<file path="src/ptc_pkg.sv">
// Purpose: Constants, register map and state types for the pin change edge detector.
// Assumes: 32-bit AXI4-Lite slave, 8-bit registers in the low byte of aligned words.
// Notes:   Ports A and B are eight pins wide, port C lacks pin 5; port E carries only pin 3.
// How it works
// Port E pin 3 falling edge enable works
// Each enabled edge sets pin and summary
// Port E flag on enabled rise or fall
// Both enables clear means no flag
// Flags stay set until software clears
// Hardware set wins over software write
// Port E only bit 3; others zero
// Reset pin or LOW_VOLTAGE_PROGRAM_ENABLE blocks pin 3
// Every reset clears enables and flags
// Ports A, B, C work per pin alike
// Sync pins; interrupt needs four enables
`default_nettype none
package ptc_pkg;

   // Bus geometry.
   localparam int ADDR_W = 8;
   localparam int DATA_W = 32;
   localparam int NPORT  = 4;
   localparam int PW     = 8;

   // Register word indices; the byte address is four times the index.
   localparam logic [5:0] IDX_GCTRL     = 6'h00;
   localparam logic [5:0] IDX_PERIPHERAL_IRQ_ENABLE_0      = 6'h01;
   localparam logic [5:0] IDX_PORT_BASE = 6'h02;
   localparam int         PORT_STRIDE   = 3;
   localparam int         OFS_RISE      = 0;
   localparam int         OFS_FALL      = 1;
   localparam int         OFS_FLAG      = 2;
   localparam logic [5:0] IDX_ISTAT     = 6'h0E;
   localparam logic [5:0] IDX_IMASK     = 6'h0F;
   localparam logic [5:0] IDX_PINCFG    = 6'h10;
   localparam logic [5:0] IDX_SUMMARY   = 6'h11;

   // Field positions.
   localparam int BIT_GIE     = 7;
   localparam int BIT_PERIPHERAL_IRQ_ENABLE    = 6;
   localparam int BIT_CHANGE_IRQ_ENABLE   = 4;
   localparam int BIT_EXT_RST = 0;
   localparam int BIT_LVP     = 1;
   localparam int BIT_EVENT   = 0;
   localparam int BIT_SUMMARY = 0;

   // Implemented pins per port: A, B, C (bit 5 absent), E (bit 3 only).
   localparam int PORT_E = 3;
   localparam int E_PIN  = 3;
   localparam logic [NPORT-1:0][PW-1:0] PORT_IMPL = {8'h08, 8'hDF, 8'hFF, 8'hFF};

   // Settling time before edges count after reset.
   localparam logic [1:0] PRIME_DONE = 2'h3;

   // AXI responses.
   localparam logic [1:0] RESP_OKAY   = 2'h0;
   localparam logic [1:0] RESP_SLVERR = 2'h2;

   typedef enum logic [1:0] {
      WS_COLLECT = 2'b01,
      WS_RESP    = 2'b10
   } ptc_wstate_t;

   typedef enum logic [1:0] {
      RS_IDLE = 2'b01,
      RS_DATA = 2'b10
   } ptc_rstate_t;

endpackage : ptc_pkg
`default_nettype wire

</file>
<file path="src/ptc_sync.sv">
// Purpose: Two-flop synchroniser for the port pins.
// Assumes: Inputs are asynchronous board levels.
// Notes:   The first stage feeds only the second stage.
`default_nettype none
`timescale 1ns/100ps
module ptc_sync
   import ptc_pkg::*;
#(
   parameter int W = 32
) (
   input  wire logic         i_core_clk,
   input  wire logic         i_rst,
   input  wire logic         i_clk_en,
   input  wire logic [W-1:0] i_async,
   output logic      [W-1:0] o_sync
);

   typedef struct packed {
      logic [W-1:0] s1;
      logic [W-1:0] s2;
   } ptc_sync_st_t;

   ptc_sync_st_t q_reg;
   ptc_sync_st_t q_next;

   // Shift the pin levels one stage per enabled clock.
   always_comb begin
      q_next = q_reg;
      if (i_clk_en) begin
         q_next.s1 = i_async;
         q_next.s2 = q_reg.s1;
      end
   end

   // State register, cleared by reset.
   always_ff @(posedge i_core_clk or posedge i_rst) begin
      if (i_rst) begin
         q_reg <= '0;
      end else begin
         q_reg <= q_next;
      end
   end

   assign o_sync = q_reg.s2;

endmodule : ptc_sync
`default_nettype wire

</file>
<file path="src/ptc_pin_change.sv">
// Purpose: Per-pin rising/falling edge detector with sticky flags and interrupt.
// Assumes: Single 20 MHz clock; AXI4-Lite register access; pins asynchronous.
// Notes:   Edges count three enabled clocks after reset, once the pins settle.
//
// Our own choices: the AXI4-Lite interface to the registers and the register addresses.
`default_nettype none
`timescale 1ns/100ps
module ptc_pin_change
   import ptc_pkg::*;
(
   input  wire logic              i_core_clk,
   input  wire logic              i_rst,
   input  wire logic              i_clk_en,
   input  wire logic [ADDR_W-1:0] i_s_axi_awaddr,
   input  wire logic              i_s_axi_awvalid,
   output logic                   o_s_axi_awready,
   input  wire logic [DATA_W-1:0] i_s_axi_wdata,
   input  wire logic [3:0]        i_s_axi_wstrb,
   input  wire logic              i_s_axi_wvalid,
   output logic                   o_s_axi_wready,
   output logic [1:0]             o_s_axi_bresp,
   output logic                   o_s_axi_bvalid,
   input  wire logic              i_s_axi_bready,
   input  wire logic [ADDR_W-1:0] i_s_axi_araddr,
   input  wire logic              i_s_axi_arvalid,
   output logic                   o_s_axi_arready,
   output logic [DATA_W-1:0]      o_s_axi_rdata,
   output logic [1:0]             o_s_axi_rresp,
   output logic                   o_s_axi_rvalid,
   input  wire logic              i_s_axi_rready,
   input  wire logic [PW-1:0]     i_porta,
   input  wire logic [PW-1:0]     i_portb,
   input  wire logic [PW-1:0]     i_portc,
   input  wire logic              i_porte_pin3,
   output logic                   o_irq,
   output logic                   o_change_summary
);

   typedef struct packed {
      ptc_wstate_t                ws;
      logic                       aw_got;
      logic [5:0]                 aw_idx;
      logic                       w_got;
      logic [PW-1:0]              w_byte;
      logic                       w_lane0;
      logic                       awready;
      logic                       wready;
      logic                       bvalid;
      logic [1:0]                 bresp;
      ptc_rstate_t                rs;
      logic                       arready;
      logic                       rvalid;
      logic [1:0]                 rresp;
      logic [PW-1:0]              rbyte;
      logic                       global_irq_enable;
      logic                       peripheral_irq_enable;
      logic                       ioc_ie;
      logic                       ext_rst_en;
      logic                       lvp_en;
      logic [NPORT-1:0][PW-1:0]   rise;
      logic [NPORT-1:0][PW-1:0]   fall;
      logic [NPORT-1:0][PW-1:0]   flag;
      logic [NPORT-1:0][PW-1:0]   prev;
      logic [1:0]                 prime;
      logic                       istat;
      logic                       imask;
      logic                       irq;
      logic                       summary;
   } ptc_state_t;

   ptc_state_t q_reg;
   ptc_state_t q_next;

   logic [NPORT-1:0][PW-1:0] pins_s;
   logic [NPORT-1:0][PW-1:0] impl;
   logic [NPORT-1:0][PW-1:0] rise_hit;
   logic [NPORT-1:0][PW-1:0] fall_hit;
   logic [NPORT-1:0][PW-1:0] hit;
   logic                     wr_en;
   logic                     wr_hit;
   logic                     rd_hit;
   logic [PW-1:0]            rd_byte;
   logic [5:0]               rd_idx;
   logic [5:0]               pidx;
   logic [5:0]               rpidx;

   ////////////////////////////////////////////////////////////////////////////
   // Pin synchronisation.

   // pins synchronised first
   ptc_sync #(
      .W (NPORT*PW)
   ) u_sync (
      .i_core_clk (i_core_clk),
      .i_rst      (i_rst),
      .i_clk_en   (i_clk_en),
      .i_async    ({4'h0, i_porte_pin3, 3'h0, i_portc, i_portb, i_porta}),
      .o_sync     (pins_s)
   );

   ////////////////////////////////////////////////////////////////////////////
   // Edge detection.

   // Find enabled edges per pin against the previous sample.
   always_comb begin
      impl = PORT_IMPL;
      // reset pin blocks
      if (q_reg.ext_rst_en || q_reg.lvp_en) begin
         impl[PORT_E][E_PIN] = 1'b0;
      end
      for (int p = 0; p < NPORT; p++) begin
         // falling edge enable
         fall_hit[p] = ~pins_s[p] & q_reg.prev[p] & q_reg.fall[p] & impl[p];
         // per pin alike
         rise_hit[p] = pins_s[p] & ~q_reg.prev[p] & q_reg.rise[p] & impl[p];
         // no enable, none
         if (q_reg.prime != PRIME_DONE) begin
            fall_hit[p] = '0;
            rise_hit[p] = '0;
         end
      end
      // rise or fall
      hit = rise_hit | fall_hit;
   end

   ////////////////////////////////////////////////////////////////////////////
   // Register read decode.

   // Select the register byte addressed by the read channel.
   always_comb begin
      rd_idx  = i_s_axi_araddr[7:2];
      rd_hit  = 1'b1;
      rd_byte = '0;
      case (rd_idx)
         IDX_GCTRL: begin
            rd_byte[BIT_GIE]  = q_reg.global_irq_enable;
            rd_byte[BIT_PERIPHERAL_IRQ_ENABLE] = q_reg.peripheral_irq_enable;
         end
         IDX_PERIPHERAL_IRQ_ENABLE_0:    rd_byte[BIT_CHANGE_IRQ_ENABLE] = q_reg.ioc_ie;
         IDX_ISTAT:   rd_byte[BIT_EVENT] = q_reg.istat;
         IDX_IMASK:   rd_byte[BIT_EVENT] = q_reg.imask;
         IDX_PINCFG: begin
            rd_byte[BIT_EXT_RST] = q_reg.ext_rst_en;
            rd_byte[BIT_LVP]     = q_reg.lvp_en;
         end
         IDX_SUMMARY: rd_byte[BIT_SUMMARY] = q_reg.summary;
         default:     rd_hit = 1'b0;
      endcase
      for (int p = 0; p < NPORT; p++) begin
         rpidx = IDX_PORT_BASE + 6'(PORT_STRIDE * p);
         // unused bits zero
         if (rd_idx == rpidx + 6'(OFS_RISE)) begin
            rd_byte = q_reg.rise[p];
            rd_hit  = 1'b1;
         end
         if (rd_idx == rpidx + 6'(OFS_FALL)) begin
            rd_byte = q_reg.fall[p];
            rd_hit  = 1'b1;
         end
         if (rd_idx == rpidx + 6'(OFS_FLAG)) begin
            rd_byte = q_reg.flag[p];
            rd_hit  = 1'b1;
         end
      end
   end

   ////////////////////////////////////////////////////////////////////////////
   // Next state.

   // Bus handshakes, register writes, flag setting and interrupt.
   always_comb begin
      q_next = q_reg;
      wr_en  = (q_reg.ws == WS_COLLECT) && q_reg.aw_got && q_reg.w_got;
      wr_hit = 1'b0;
      if (i_clk_en) begin
         // Collect address and data in either order.
         if (i_s_axi_awvalid && q_reg.awready) begin
            q_next.aw_got = 1'b1;
            q_next.aw_idx = i_s_axi_awaddr[7:2];
         end
         if (i_s_axi_wvalid && q_reg.wready) begin
            q_next.w_got   = 1'b1;
            q_next.w_byte  = i_s_axi_wdata[PW-1:0];
            q_next.w_lane0 = i_s_axi_wstrb[0];
         end
         if (q_reg.prime != PRIME_DONE) begin
            q_next.prime = q_reg.prime + 2'h1;
         end
         q_next.prev = pins_s;
         if (wr_en) begin
            q_next.aw_got = 1'b0;
            q_next.w_got  = 1'b0;
            q_next.ws     = WS_RESP;
            q_next.bvalid = 1'b1;
            wr_hit        = 1'b1;
            case (q_reg.aw_idx)
               IDX_GCTRL: begin
                  if (q_reg.w_lane0) begin
                     q_next.global_irq_enable  = q_reg.w_byte[BIT_GIE];
                     q_next.peripheral_irq_enable = q_reg.w_byte[BIT_PERIPHERAL_IRQ_ENABLE];
                  end
               end
               IDX_PERIPHERAL_IRQ_ENABLE_0: begin
                  if (q_reg.w_lane0) begin
                     q_next.ioc_ie = q_reg.w_byte[BIT_CHANGE_IRQ_ENABLE];
                  end
               end
               IDX_ISTAT: begin
                  if (q_reg.w_lane0 && q_reg.w_byte[BIT_EVENT]) begin
                     q_next.istat = 1'b0;
                  end
               end
               IDX_IMASK: begin
                  if (q_reg.w_lane0) begin
                     q_next.imask = q_reg.w_byte[BIT_EVENT];
                  end
               end
               IDX_PINCFG: begin
                  if (q_reg.w_lane0) begin
                     q_next.ext_rst_en = q_reg.w_byte[BIT_EXT_RST];
                     q_next.lvp_en     = q_reg.w_byte[BIT_LVP];
                  end
               end
               IDX_SUMMARY: begin
               end
               default: wr_hit = 1'b0;
            endcase
            for (int p = 0; p < NPORT; p++) begin
               pidx = IDX_PORT_BASE + 6'(PORT_STRIDE * p);
               // writes masked
               if (q_reg.aw_idx == pidx + 6'(OFS_RISE)) begin
                  wr_hit = 1'b1;
                  if (q_reg.w_lane0) begin
                     q_next.rise[p] = q_reg.w_byte & PORT_IMPL[p];
                  end
               end
               if (q_reg.aw_idx == pidx + 6'(OFS_FALL)) begin
                  wr_hit = 1'b1;
                  if (q_reg.w_lane0) begin
                     q_next.fall[p] = q_reg.w_byte & PORT_IMPL[p];
                  end
               end
               // software clears flags
               if (q_reg.aw_idx == pidx + 6'(OFS_FLAG)) begin
                  wr_hit = 1'b1;
                  if (q_reg.w_lane0) begin
                     q_next.flag[p] = q_reg.w_byte & PORT_IMPL[p];
                  end
               end
            end
            q_next.bresp = wr_hit ? RESP_OKAY : RESP_SLVERR;
         end
         if ((q_reg.ws == WS_RESP) && i_s_axi_bready) begin
            q_next.bvalid = 1'b0;
            q_next.ws     = WS_COLLECT;
         end
         // Read channel: answer one cycle after the address is taken.
         case (q_reg.rs)
            RS_IDLE: begin
               if (i_s_axi_arvalid && q_reg.arready) begin
                  q_next.rs     = RS_DATA;
                  q_next.rvalid = 1'b1;
                  q_next.rbyte  = rd_byte;
                  q_next.rresp  = rd_hit ? RESP_OKAY : RESP_SLVERR;
               end
            end
            RS_DATA: begin
               if (i_s_axi_rready) begin
                  q_next.rs     = RS_IDLE;
                  q_next.rvalid = 1'b0;
               end
            end
            default: q_next.rs = RS_IDLE;
         endcase
         // hardware set wins
         for (int p = 0; p < NPORT; p++) begin
            q_next.flag[p] = q_next.flag[p] | hit[p];
         end
         // summary and event
         if (|hit) begin
            q_next.istat = 1'b1;
         end
         q_next.summary = |q_next.flag;
         // four enables gate
         q_next.irq = q_next.istat && q_next.imask && q_next.ioc_ie
                      && q_next.peripheral_irq_enable && q_next.global_irq_enable;
         q_next.awready = (q_next.ws == WS_COLLECT) && !q_next.aw_got;
         q_next.wready  = (q_next.ws == WS_COLLECT) && !q_next.w_got;
         q_next.arready = (q_next.rs == RS_IDLE);
      end
   end

   ////////////////////////////////////////////////////////////////////////////
   // State register.

   // all reset clear
   always_ff @(posedge i_core_clk or posedge i_rst) begin
      if (i_rst) begin
         q_reg    <= '0;
         q_reg.ws <= WS_COLLECT;
         q_reg.rs <= RS_IDLE;
      end else begin
         q_reg <= q_next;
      end
   end

   // Outputs come straight from the state register.
   assign o_s_axi_awready  = q_reg.awready;
   assign o_s_axi_wready   = q_reg.wready;
   assign o_s_axi_bvalid   = q_reg.bvalid;
   assign o_s_axi_bresp    = q_reg.bresp;
   assign o_s_axi_arready  = q_reg.arready;
   assign o_s_axi_rvalid   = q_reg.rvalid;
   assign o_s_axi_rresp    = q_reg.rresp;
   assign o_s_axi_rdata    = {24'h000000, q_reg.rbyte};
   assign o_irq            = q_reg.irq;
   assign o_change_summary = q_reg.summary;

   ////////////////////////////////////////////////////////////////////////////
   // Assertions.

   AST_FALL_E3: assert property (@(posedge i_core_clk) disable iff (i_rst)
      i_clk_en && fall_hit[PORT_E][E_PIN] |=> q_reg.flag[PORT_E][E_PIN] && o_change_summary)
      else $error("Port E pin 3 falling edge did not set its flag.");

   AST_EVENT_SUMMARY: assert property (@(posedge i_core_clk) disable iff (i_rst)
      i_clk_en && (|hit) |=> q_reg.istat && o_change_summary)
      else $error("Enabled edge did not set the summary flag.");

   AST_RISE_E3: assert property (@(posedge i_core_clk) disable iff (i_rst)
      i_clk_en && pins_s[PORT_E][E_PIN] && !q_reg.prev[PORT_E][E_PIN]
      && q_reg.rise[PORT_E][E_PIN] && !q_reg.ext_rst_en && !q_reg.lvp_en
      && q_reg.prime == PRIME_DONE |=> q_reg.flag[PORT_E][E_PIN])
      else $error("Port E pin 3 rising edge did not set its flag.");

   AST_NO_ENABLE: assert property (@(posedge i_core_clk) disable iff (i_rst)
      i_clk_en && !q_reg.rise[PORT_E][E_PIN] && !q_reg.fall[PORT_E][E_PIN]
      && !q_reg.flag[PORT_E][E_PIN] && !wr_en |=> !q_reg.flag[PORT_E][E_PIN])
      else $error("Port E pin 3 flag set with both enables clear.");

   AST_FLAG_STICKY: assert property (@(posedge i_core_clk) disable iff (i_rst)
      i_clk_en && q_reg.flag[0][0] && !wr_en |=> q_reg.flag[0][0] [*1] ##1 1'b1)
      else $error("Port A pin 0 flag dropped without a write.");

   AST_SET_WINS: assert property (@(posedge i_core_clk) disable iff (i_rst)
      i_clk_en && wr_en && hit[1][2] |=> q_reg.flag[1][2])
      else $error("Edge lost against a simultaneous register write.");

   AST_UNUSED_ZERO: assert property (@(posedge i_core_clk) disable iff (i_rst)
      ((q_reg.rise[PORT_E] | q_reg.fall[PORT_E] | q_reg.flag[PORT_E])
       & ~PORT_IMPL[PORT_E]) == '0 && o_s_axi_rdata[DATA_W-1:PW] == '0)
      else $error("Unimplemented port E bit or upper data bit is nonzero.");

   AST_BLOCKED_E3: assert property (@(posedge i_core_clk) disable iff (i_rst)
      (q_reg.ext_rst_en || q_reg.lvp_en) |-> !hit[PORT_E][E_PIN])
      else $error("Edge detected on port E pin 3 while blocked.");

   AST_RESET_CLEAR: assert property (@(posedge i_core_clk)
      $past(i_rst) |-> q_reg.flag == '0 && q_reg.rise == '0 && q_reg.fall == '0)
      else $error("Enables or flags not clear after reset.");

   AST_PORT_A_RISE: assert property (@(posedge i_core_clk) disable iff (i_rst)
      i_clk_en && rise_hit[0][5] ##1 !wr_en |=> q_reg.flag[0][5])
      else $error("Port A pin 5 rising edge did not hold its flag.");

   AST_IRQ_GATES: assert property (@(posedge i_core_clk) disable iff (i_rst)
      o_irq |-> q_reg.global_irq_enable && q_reg.peripheral_irq_enable && q_reg.ioc_ie && q_reg.istat && q_reg.imask)
      else $error("Interrupt raised without all enables.");

endmodule : ptc_pin_change
`default_nettype wire

</file>
<file path="config.mk">
export PLATFORM = sky130hd
export DESIGN_NAME = ptc_pin_change
export DESIGN_NICKNAME = d
export VERILOG_FILES = /design/src/ptc_pkg.sv /design/src/ptc_sync.sv /design/src/ptc_pin_change.sv
export SDC_FILE = /design/constraint.sdc
export NUM_CORES = 1
export LEC_CHECK = 0
export ABC_AREA = 1
export BUFFER_PORTS_ARGS = -buffer_cell sky130_fd_sc_hd__buf_4
export CAP_MARGIN = 20
export CORE_UTILIZATION = 53
export DETAILED_ROUTE_END_ITERATION = 12
export PLACE_DENSITY_LB_ADDON = 0.2
export SLEW_MARGIN = 5
export SYNTH_ARGS = -nofsm -noshare
export SYNTH_HDL_FRONTEND = slang
export SYNTH_SLANG_ARGS = --single-unit
</file>
<file path="constraint.sdc">
create_clock -name i_core_clk -period 5.9 [get_ports i_core_clk]
set_input_delay 0.59 -clock i_core_clk [delete_from_list [all_inputs] [get_ports i_core_clk]]
set_output_delay 0.59 -clock i_core_clk [all_outputs]
set_load 0.01 [all_outputs]
</file>
=== Word-level counts from Yosys, hierarchy flattened ===
Index checks and enable logic that the tools add are counted.
Widths: inputs -> output; s select.

* Flip-flop bits (word level): 220
* Memories: 0
* Memory bits (writable): 0
* Bits in read-only memories: 0
* Logic and storage cells: 276
* Latch bits: 0

* Bitwise gates (word level): 31
* Add/sub/neg operators: 1
* Eq/ne operators: 54
* $mul: 0
* Reduce and logical (&&, ||, !) cells: 40
* Divide/modulo/power cells: 0
* Order comparisons: 0
* Shift-type cells: 0
* Mux-type cells: 107

{| class="wikitable"
|+ Operator list
! cell !! count
|-
| $mux 8 || 39
|-
| $mux 101 || 2
|-
| $and 8x8->8 || 14
|-
| $eq 6x4->1 const B || 16
|-
| $reduce_or 32->1 || 2
|-
| $eq 6x3->1 const B || 8
|-
| $not 8->8 || 6
|-
| $mux 1 || 43
|-
| $reduce_and 4->1 || 10
|-
| $or 32x32->32 || 1
|-
| $or 8x8->8 || 4
|-
| $mux 2 || 14
|-
| $and 8x4->8 || 3
|-
| $eq 6x2->1 const B || 4
|-
| $eq 6x5->1 const B || 4
|-
| $ne 2x1->1 const B || 11
|-
| $not 4->8 || 2
|-
| $logic_and 1x1->1 || 13
|-
| $eq 6x1->1 const B || 2
|-
| $logic_not 6->1 || 2
|-
| $reduce_or 6->1 || 2
|-
| $mux 11 || 1
|-
| $mux 10 || 1
|-
| $reduce_and 2->1 || 5
|-
| 14 further kinds || 24
|}

=== Depth between registers and ports, before layout ===
Gate-level depths: netlist (run 1).

* Depth in word-level cells: 20
* Mapped depth: 13
* Depth with buffers taken out: 13

=== Cells and area by module ===
A second synthesis (run 1) with hierarchy kept.

* Cell total of the unflattened synthesis: 1447
* Area total of the unflattened synthesis: 10976.8 um^2

{| class="wikitable"
|+ By module, submodules not included
! module !! area an instance (um^2) !! cells each !! seq. area each (um^2) !! instances
|-
| ptc_pin_change || 8286.7 || 1144 || 3781.1 || 1
|-
| ptc_sync || 2690.1 || 303 || 1601.5 || 1
|}

=== Least setup slack after synthesis (run 1) ===
OpenSTA, ideal clock, no wires.

* Path kind: input-to-reg
* Start point: input port i_s_axi_araddr[7]
* End point: register q_reg (netlist bit o_s_axi_rdata[3])
* Slack: 4048 ps
* Required time: 5823 ps
* Arrival time: 1774 ps
* Path buffers: 0
* Stages: 11
* Cells stage by stage: nor2_1 -> nand2_1 -> nor2_1 -> nand2_1 -> o21ai_0 -> nor2_1 -> nand3_1 -> nand2_1 -> nand2_1 -> nand2_1 -> a21oi_1

* Cells in the longest elaborated chain, start to end: 13

{| class="wikitable"
|+ Ends and longest elaborated chain
! item !! line !! text
|-
| start, declared || ptc_pin_change.sv:24 || <nowiki>input wire logic [ADDR_W-1:0] i_s_axi_araddr,</nowiki>
|-
| $eq 6x2->1 || ptc_pin_change.sv:152 || <nowiki>if (rd_idx == rpidx + 6'(OFS_RISE)) begin</nowiki>
|-
| $mux 8 || ptc_pin_change.sv:152 ||
|-
| $mux 8 || ptc_pin_change.sv:156 || <nowiki>if (rd_idx == rpidx + 6'(OFS_FALL)) begin</nowiki>
|-
| $mux 8 || ptc_pin_change.sv:160 || <nowiki>if (rd_idx == rpidx + 6'(OFS_FLAG)) begin</nowiki>
|-
| $mux 8 || ptc_pin_change.sv:152 ||
|-
| $mux 8 || ptc_pin_change.sv:156 ||
|-
| $mux 8 || ptc_pin_change.sv:160 ||
|-
| $mux 8 || ptc_pin_change.sv:152 ||
|-
| $mux 8 || ptc_pin_change.sv:156 ||
|-
| $mux 8 || ptc_pin_change.sv:160 ||
|-
| $mux 8 || ptc_pin_change.sv:152 ||
|-
| $mux 8 || ptc_pin_change.sv:156 ||
|-
| $mux 8 * || ptc_pin_change.sv:160 ||
|-
| end signal, assigned || ptc_pin_change.sv:303 || <nowiki>q_reg <= q_next;</nowiki>
|-
| end, declared || ptc_pin_change.sv:71 || <nowiki>ptc_state_t q_reg;</nowiki>
|}

Every way passes the cells marked *; elsewhere a longest branch is shown, timed or not.
A chain may end at the register's enable or synchronous reset.

=== Final worst setup path (run 1) ===
* Start point: input port i_clk_en
* End point: register q_reg[74] (netlist bit)

* Cells in the longest elaborated chain, start to end: 2

{| class="wikitable"
|+ Ends and longest elaborated chain
! item !! line !! text
|-
| start, declared || ptc_pin_change.sv:13 || <nowiki>input wire logic i_clk_en,</nowiki>
|-
| $ne 2x1->1 (no line) || -- ||
|-
| $reduce_and 4->1 (no line) * || -- ||
|}

Marks and branches as above.

==> results of run 1 <==
[cells by family after synthesis]
| logic type | share of synthesized area (%) |
|---|---|
| compound gates | 10.2 |
| xor+xnor | 0.0872 |
| fa+ha+maj | 0.374 |
| buf+inv | 9.12 |
| flops | 49.6 |
| mux | 0.224 |
| other cells | 0.0373 |
| simple gates | 30.3 |
[synth_stat cells (3+ instances only)]
cell type  instances  share of area (%)
inv_1            126                4.7
nor2_1           118                4.4
nand4_1           18                1.1
a21oi_1           48                2.4
nor2_4             6               0.67
o22ai_1            3               0.19
or2_2              5               0.31
o21ai_1            4               0.20
nand3_1           94                4.7
clkbuf_1          27                1.0
nand2_2            3               0.19
inv_2              5               0.19
buf_4             36                2.7
a31oi_1            3               0.19
nor2_2             5               0.31
buf_2              6               0.30
a211oi_1           3               0.22
nand2_1          451                 17
dfrtp_1          197                 49
o21ai_0          132                6.6
ha_1               3               0.37
nor3_1             8               0.40
[path summary, 6_finish.rpt]
check,slack [ns],start,cells after the start,to
setup / recovery,2.89,i_clk_en,9,q_reg[74]
hold / removal,0.05,i_rst,2,u_sync.o_sync[4]
setup reg to reg,3.01,q_reg[4],9,o_irq
hold reg to reg,0.48,u_sync.q_reg[49],2,u_sync.q_reg[49]
max in group asynchronous,4.93,i_rst,3,q_reg[124]
min in group i_core_clk,0.34,i_porte_pin3,3,u_sync.q_reg[59]
[cells in the final DEF (no fill, tap or decap), types with 6 or more instances in the layout]
cell       count
nand2_1      451
dfrtp_1      197
o21ai_0      132
inv_1        124
nor2_1       118
nand3_1       94
buf_4         74
a21oi_1       48
conb_1        26
nand4_1       18
clkbuf_16     17
nor3_1         8
inv_6          7
inv_2          6
nor2_4         6
[final cells by class]
type | count | area (sq um) | share of cell area (%)
timing repair buffer | 75 | 576 | 5.15
multi-input combinational | 949 | 4240 | 38.0
sequential | 199 | 4980 | 44.6
inverter | 133 | 503 | 4.50
clock buffer | 17 | 425 | 3.81
tap | 229 | 287 | 2.57
clock inverter | 15 | 155 | 1.39
[power by group]
part	internal (W)	switching (W)
logic	0.000314	0.000628
registers	0.00159	0.000181
clock network	0.000602	0.000575
[per-stage QoR]
stage	instances	power, W	setup WS, ns
CTS	1616	0.00389	2.87
floorplan	1352	0.00244	2.74
global placement	1584	0.00270	2.52
finish	1617	0.00389	2.89
global route	1617	0.00410	2.67
detailed placement	1584	0.00273	2.49
[routing by layer]
| layer | track usage [%] | share of wire, % | vias up |
|---|---|---|---|
| met2 | 45.1 | 43 | 393 |
| met3 | 7.26 | 8.6 | 50 |
| met5 | 0 | 0 | - |
| met4 | 12.5 | 3.4 | 0 |
| li1 | - | - | 4266 |
| met1 | 41.6 | 44 | 4086 |
[worst max-delay path, delay by kind of cell]
kind / cells / cell delay, ns
AND/OR/NAND/NOR: 4 / 1.08
AO/OA/AOI/OAI: 1 / 0.12
buffers and inverters: 4 / 1.47
==> impl_metrics.toml, run 1 <==
[run_status]
status = "completed"

[clock_tree]
post_cts_buffers = 0
clkLatencyLatePin_ns = 0.44
clkSlewWorstSetupHoldPaths_ns = 0.08
cts_buffers = 17
cts_tree = "yes"
ctsHoldBuffers = 0
cts_sinks = 199
htree_levels = 4
cts_max_path_buffers = 2
postCtsResizedCells = 0
cts_root_buffer = "clkbuf_16"

[sta]
worstMarginPinSlew_ns = 0.823
post-route-period-util_pct = 51.1
whs_ns = 0.0458
drv_slew = 0
rsz0062_at_grt = "false"
hold_viol = 0
fin_worst_skew_ns = 0.0111
tns_ns = 0
fmax_mhz = 332
setup_viol_count_final = 0
fin_crit_ns = 3.01
slew_headroom_pct = 44.9

[place]
post_dp_cell_area_sq_um = 10600
dp_hpwl_microns = 20400
place_congestion = 0.974
io_buffers = 69

[pwr]
vdd_drop_max_uv = 230
powerDensity_nw_per_um2 = 349
power.leakage_nw = 5.53

[critical_path]
cp_cell_sequence = "buf_4, inv_2, buf_4, nor2_4, inv_2, nor2_8, nand2_1, nand2_1, o21ai_0"
crit_fanout = 71
cpPeakStageDelay_ns = 0.52
critPathLaunchType = "input pin"
required_ns = 6.19
cp.arrival_ns = 3.30
endpoint_kind = "flop"
path_class = "in -> reg"
slowest_stage = "buf_4"

[routing]
first_pass_iters = 5
wl_per_cell_microns = 17.2
num_vias = 8795
routed_wl_microns = 27900
vias_per_cell = 5.44
drc = 0
ant_nets = 0
drt_first_iter_violations = 889

[yosys]
synthArstFlopShare_pct = 100
syn_area_sq_um = 10000
syn_area_per_cell_sq_um = 7.57
ys_ff_latch = 199
ys_types = 40
synth_edf_count = 0
yosysWarnings = 0
synth_cells = 1327
synth.yosys.seq_area_share_pct = 49.6
ys.flop_type = "dfrtp_1"

[die]
fp.dieW_microns = 140
ios = 128
rows = 49
dieArea_sq_um = 19500
die_h_microns = 140
core-area_sq_um = 18300
start_util_pct = 55.0

[worst_hold_path]
min-delay-path-class = "in -> async"

[finish]
largest_reg_flops = 134
final_layout_size_suffix_gt1_share_pct = 10.4
n_antenna_cell = 0
finish.utilization_pct = 61.1
nets = 1463
final_area_sq_um = 11200
num-fill-cells = 1663
syn2layout_area_growth_pct = 11.2

[global_routing]
grt_pass1_vias = 8083
grt_max_degree = 88
antenna_found_initial = 0
gr-total-overflow = 0
grt_usage_pct = 30.0
grt_pass1_wl_microns = 44000

[job]
drv_cap = 0
Note: power is estimated with default switching activity, not from simulation.
==> inputs of run 2 (changes only) <==
--- a/config.mk
+++ b/config.mk
@@ -8,7 +8,7 @@
 export ABC_AREA = 1
 export BUFFER_PORTS_ARGS = -buffer_cell sky130_fd_sc_hd__buf_4
 export CAP_MARGIN = 20
-export CORE_UTILIZATION = 53
+export CORE_UTILIZATION = 56
 export DETAILED_ROUTE_END_ITERATION = 12
 export PLACE_DENSITY_LB_ADDON = 0.2
 export SLEW_MARGIN = 5
==> constraint.sdc (replaced) <==
create_clock -name i_core_clk -period 2.94 [get_ports i_core_clk]
set_input_delay 0.294 -clock i_core_clk [delete_from_list [all_inputs] [get_ports i_core_clk]]
set_output_delay 0.294 -clock i_core_clk [all_outputs]
set_load 0.01 [all_outputs]
==> run 2 against run 1 <==
  * Core utilization grew 3.1 points
  * Routed wire length grew 1.5%
  * Sequential power grew 100%
  * Die area shrank 5.3%
  * Power grew 98%
  * Cell area grew 0.11%
  * Global-route usage grew 2.3 points
  * Clock power grew 88%
  * First-iteration DRC count shrank 12%
  * Sequential share of layout area is essentially flat
  * Critical path type is now reg -> reg
  * Critical endpoint is now o_s_axi_rdata[0]
  * Largest power group unchanged
==> impl_metrics.toml, run 2 (synthesis gave the netlist of run 1 again) <==
[sta]
fmax_mhz = 427
fin_crit_ns = 2.34
fin_worst_skew_ns = 0.0120
hold_viol = 0
post-route-period-util_pct = 79.6
tns_ns = 0
rsz0062_at_grt = "false"
setup_slack_ns = 0.599
drv_slew = 0
whs_ns = 0.00127
worstMarginPinSlew_ns = 0.864
slew_headroom_pct = 42.4
setup_viol_count_final = 0

[critical_path]
slowest_stage = "dfstp_2"
endpoint = "o_s_axi_rdata[0]"
cp_cell_sequence = "ha_1, nand3_1, nor2_2, clkinv_1, a21oi_1, nand4_1, nand2_1, inv_1"
cpPeakStageDelay_ns = 0.56
reg2regPathDepth = 8
r2r_setup_slack_ns = 0.60
cp.arrival_ns = 2.68
crit_fanout = 10
cp-startpoint = "q_reg[151]"
rr_endpoint = "o_s_axi_rdata[0]"
endpoint_kind = "flop"
required_ns = 3.28
path_class = "reg -> reg"
timing.rr.start = "q_reg[151]"
critPathLaunchType = "flop"

[place]
dp_hpwl_microns = 20700
dp_slack_ns = 0.590
place_congestion = 0.949
io_buffers = 69

[routing]
wl_met2_microns = 12700
wl_per_cell_microns = 17.5
routed_wl_microns = 28300
vias_per_cell = 5.49
num_vias = 8877
first_pass_iters = 6
wl_met3_microns = 2430
topRoutingLayerUsed = "met4"
wl_met1_microns = 12400
drt_first_iter_violations = 783
ant_nets = 0
drc = 0

[die]
start_util_pct = 57.7
core-area_sq_um = 17400
dieArea_sq_um = 18500
fp.dieW_microns = 136
ios = 128
die_h_microns = 136
rows = 48

[job]
drv_cap = 0

[finish]
largest_reg_flops = 134
final_common_cell = "nand2_1"
final_layout_size_suffix_gt1_share_pct = 10.7
layout_common_cells = "nand2_1, dfrtp_1, o21ai_0"
syn2layout_area_growth_pct = 11.3
n_antenna_cell = 0
nets = 1469
num-fill-cells = 1594

[global_routing]
grt_usage_pct = 32.3
antenna_found_initial = 0
gr-total-overflow = 0
grt_pass1_vias = 8020
grt_pass1_wl_microns = 44000
grt_max_degree = 101

[clock_tree]
post_cts_buffers = 0
cts_buffers = 17
clkSlewWorstSetupHoldPaths_ns = 0.07
htree_levels = 4
clkLatencyLatePin_ns = 0.44
cts_sinks = 199
cts_root_buffer = "clkbuf_16"
postCtsResizedCells = 0
ctsHoldBuffers = 0
cts_tree = "yes"
cts_max_path_buffers = 2

[pwr]
powerDensity_nw_per_um2 = 691
power.leakage_nw = 5.55
vdd_drop_max_uv = 485

[run_status]
status = "completed"

[worst_hold_path]
min-delay-path-class = "in -> async"
[run 2: worst min path at each step]
| stage | cells past startpoint | endpoint | slack, ns |
|---|---|---|---|
| 3_5_place_dp | 2 | u_sync.q_reg[54] | 0.46 |
| 4_1_cts | 3 | u_sync.q_reg[52] | 0.03 |
| 3_3_place_gp | 2 | u_sync.q_reg[54] | 0.45 |
| 5_1_grt | 3 | u_sync.q_reg[52] | 0.03 |
| 2_1_floorplan | 2 | u_sync.q_reg[52] | 0.41 |
| 6_report | 3 | u_sync.q_reg[39] | 0.001 |
[run 2: power breakdown]
group | switching, W | internal (W) | total, W
combinational | 0.00127 | 0.000655 | 0.00193
sequential | 0.000372 | 0.00320 | 0.00357
clock | 0.00112 | 0.00110 | 0.00222
[run 2: final cells by class]
class | count | area (sq um) | area share, %
tap | 225 | 282 | 2.52
sequential | 199 | 4980 | 44.6
multi-input combinational | 949 | 4240 | 37.9
timing repair buffer | 81 | 633 | 5.66
clock inverter | 14 | 115 | 1.03
inverter | 133 | 503 | 4.50
clock buffer | 17 | 425 | 3.81
[run 2: critical path: cells and delay by family, from the launching register on]
| family | cells | cell delay, ns |
|---|---|---|
| buffers and inverters | 2 | 0.41 |
| AND/OR/NAND/NOR | 4 | 0.80 |
| adder cells (fa/ha/maj) | 1 | 0.19 |
| flip-flops | 1 | 0.56 |
| AO/OA/AOI/OAI | 1 | 0.28 |
[run 2: per-layer routing]
metal	track usage (%)	up-vias
li1	-	4277
met1	46.0	4193
met2	48.8	360
met3	6.86	47
met4	11.5	0
met5	0	-
[run 2: metrics by stage]
step           instance area (sq um)  cells  total power (W)  util (%)
6_report                       11200   1618          0.00772      64.2
5_1_grt                        11200   1618          0.00812      64.2
4_1_cts                        11200   1618          0.00772      64.2
3_5_place_dp                   10600   1587          0.00553      61.1
3_3_place_gp                   10600   1587          0.00547      61.1
2_1_floorplan                  10100   1352          0.00489         -
==> inputs of run 3 (changes only) <==
--- a/config.mk
+++ b/config.mk
@@ -5,7 +5,7 @@
 export SDC_FILE = /design/constraint.sdc
 export NUM_CORES = 1
 export LEC_CHECK = 0
-export ABC_AREA = 1
+export ABC_AREA = 0
 export BUFFER_PORTS_ARGS = -buffer_cell sky130_fd_sc_hd__buf_4
 export CAP_MARGIN = 20
 export CORE_UTILIZATION = 56
==> constraint.sdc (replaced) <==
create_clock -name i_core_clk -period 2.2 [get_ports i_core_clk]
set_input_delay 0.22 -clock i_core_clk [delete_from_list [all_inputs] [get_ports i_core_clk]]
set_output_delay 0.22 -clock i_core_clk [all_outputs]
set_load 0.01 [all_outputs]
==> run 3 against run 2 <==
  * Core utilization grew 3.1 points
  * Synthesized cell count decreased by 27%
  * Hold slack improved by 0.0082 ns
  * Clock skew is 0.0011 ns lower
  * Worst setup slack lost 0.58 ns
  * Synthesized area decreased by 1.1%
  * Global-route usage is 2.3 points lower
==> impl_metrics.toml, run 3 <==
[finish]
multi_input_area_sq_um = 4540
n_antenna_cell = 0
nets = 1151
final_common_cell = "dfrtp_1"
finish.utilization_pct = 67.3
final_layout_size_suffix_gt1_share_pct = 27.1
regArea_sq_um = 4980
stdcell_count = 1301
syn2layout_area_growth_pct = 17.1
num-fill-cells = 1420
largest_reg_flops = 134
layout_common_cells = "dfrtp_1, buf_4, nand2_1"
final_area_sq_um = 11600

[place]
io_buffers = 69
dp_hpwl_microns = 19200
place_congestion = 0.971
post_dp_cell_area_sq_um = 11000
dpl.cell_count = 1267

[die]
dieArea_sq_um = 18300
die_h_microns = 135
ios = 128
rows = 48
start_util_pct = 57.4
core-area_sq_um = 17300
fp.dieW_microns = 135

[yosys]
synth_edf_count = 0
synthArstFlopShare_pct = 100
ys_types = 66
yosysWarnings = 0
ys_ff_latch = 199
netlist.top_cell.by_area = "dfrtp_1"
syn_area_per_cell_sq_um = 10.3
synth_most_common_cell = "dfrtp_1"
synth_top_family_by_area = "simple AND/OR/NAND/NOR gates"
yosys-top-cells-area = "dfrtp_1, mux2_2, nand2_1"
synth_fa_ha_area_share_pct = 0.378
synth_cells = 964
synthMuxAreaShare_pct = 13.5
yosys.area_share.simple_pct = 16.9
synth-xor-area-share_pct = 0.176
synth.yosys.seq_area_share_pct = 50.1
synth_top_area_share_pct = 49.6
netlist_top_cells_count = "dfrtp_1, nand2_1, mux2_2"
synth_compound_area_share_pct = 13.3
syn_area_sq_um = 9940
ys.flop_type = "dfrtp_1"

[clock_tree]
htree_levels = 4
clkLatencyLatePin_ns = 0.44
cts_tree = "yes"
cts_buffers = 17
cts_root_buffer = "clkbuf_16"
cts_sinks = 199
clkSlewWorstSetupHoldPaths_ns = 0.08
cts_max_path_buffers = 2

[critical_path]
critPathLaunchType = "flop"
crit_fanout = 15
required_ns = 2.51
path_class = "reg -> reg"
cp.arrival_ns = 2.49
endpoint_kind = "flop"

[global_routing]
grt_pass1_wl_microns = 41400
grt_pass1_vias = 7485
grt_max_degree = 102
gr-total-overflow = 0
antenna_found_initial = 0
grt_usage_pct = 30.0

[routing]
wl_per_cell_microns = 20.2
num_vias = 7877
wl_met2_microns = 12200
wl_met3_microns = 1700
topRoutingLayerUsed = "met4"
vias_per_cell = 6.05
drc = 0
first_pass_iters = 5
routed_wl_microns = 26300
ant_nets = 0
wl_met1_microns = 11600
drt_first_iter_violations = 791

[pwr]
powerDensity_nw_per_um2 = 943
power.leakage_nw = 5.34
vdd_drop_max_uv = 786

[sta]
tns_ns = 0
slew_headroom_pct = 53.8
post-route-period-util_pct = 99.2
fmax_mhz = 458
worstMarginPinSlew_ns = 0.686
hold_viol = 0
fin_crit_ns = 2.18
setup_viol_count_final = 0
drv_slew = 0
fin_worst_skew_ns = 0.0109

[worst_hold_path]
min-delay-path-class = "in -> reg"

[run_status]
status = "completed"

[job]
drv_cap = 0
-- run 3: critical path: stages, from the launching register on --
cell	delay, ns
dfrtp_1	0.37
and4b_2	0.29
buf_12	0.16
and3_1	0.23
a211o_1	0.37
nor4_2	0.30
o2111a_1	0.24
a31oi_1	0.08
-- run 3: what timing repair did --
item,in CTS,in global routing
hold buffers,1,0
setup endpoints to repair,3,18
setup buffers,0,1
resized for setup,4,12
pin swaps,0,3
endpoints found under the hold margin,8,0
-- run 3: layout make-up --
cell class,instances,area share (%)
Tap cell,225,2.42
Clock buffer,17,3.66
Inverter,20,0.677
Sequential cell,199,42.8
Multi-Input combinational cell,682,39.0
Clock inverter,15,1.61
Timing Repair Buffer,143,9.78
-- run 3: path summary, 6_finish.rpt --
| check | from | endpoint | slack [ns] | cells after the start |
|---|---|---|---|---|
| max | q_reg[174] | o_change_summary | 0.02 | 7 |
| min | i_s_axi_wdata[7] | q_reg[166] | 0.009 | 2 |
| max reg2reg | q_reg[174] | o_change_summary | 0.02 | 7 |
| min reg2reg | o_s_axi_rresp[1] | o_s_axi_rresp[1] | 0.48 | 2 |
| max in group asynchronous | i_rst | q_reg[76] | 1.13 | 4 |
| min in group asynchronous | i_rst | u_sync.o_sync[22] | 0.29 | 3 |
-- run 3: logic make-up (layout without fill, tap and decap cells) --
group | after synthesis | count (layout)
AO/OA/AOI/OAI | 224 | 224
XOR/XNOR | 2 | 2
adder cells (fa/ha/maj) | 3 | 3
buffers and inverters | 108 | 195
flip-flops | 199 | 199
multiplexers | 118 | 118
other | 1 | 26
AND/OR/NAND/NOR | 309 | 309
-- run 3: stage by stage --
stage	power [W]	setup WS, ns	hold WS [ns]
after CTS	0.0109	0.0197	0.00528
final	0.0110	0.0184	0.00949
after global placement	0.00761	-0.122	0.183
after floorplan	0.00652	-0.593	0.348
after global routing	0.0115	-0.0463	0.00459
after detailed placement	0.00769	-0.130	0.185
-- run 3: metal layers --
layer,up-vias,track usage (%)
met2,317,47.4
met1,3892,42.3
met4,0,9.61
met5,-,0
li1,3624,-
met3,44,5.16
-- run 3: power breakdown --
part           internal (W)  switching (W)  total, W
combinational       0.00137        0.00152   0.00290
sequential          0.00429       0.000502   0.00479
clock               0.00182        0.00147   0.00329
total               0.00748        0.00350    0.0110
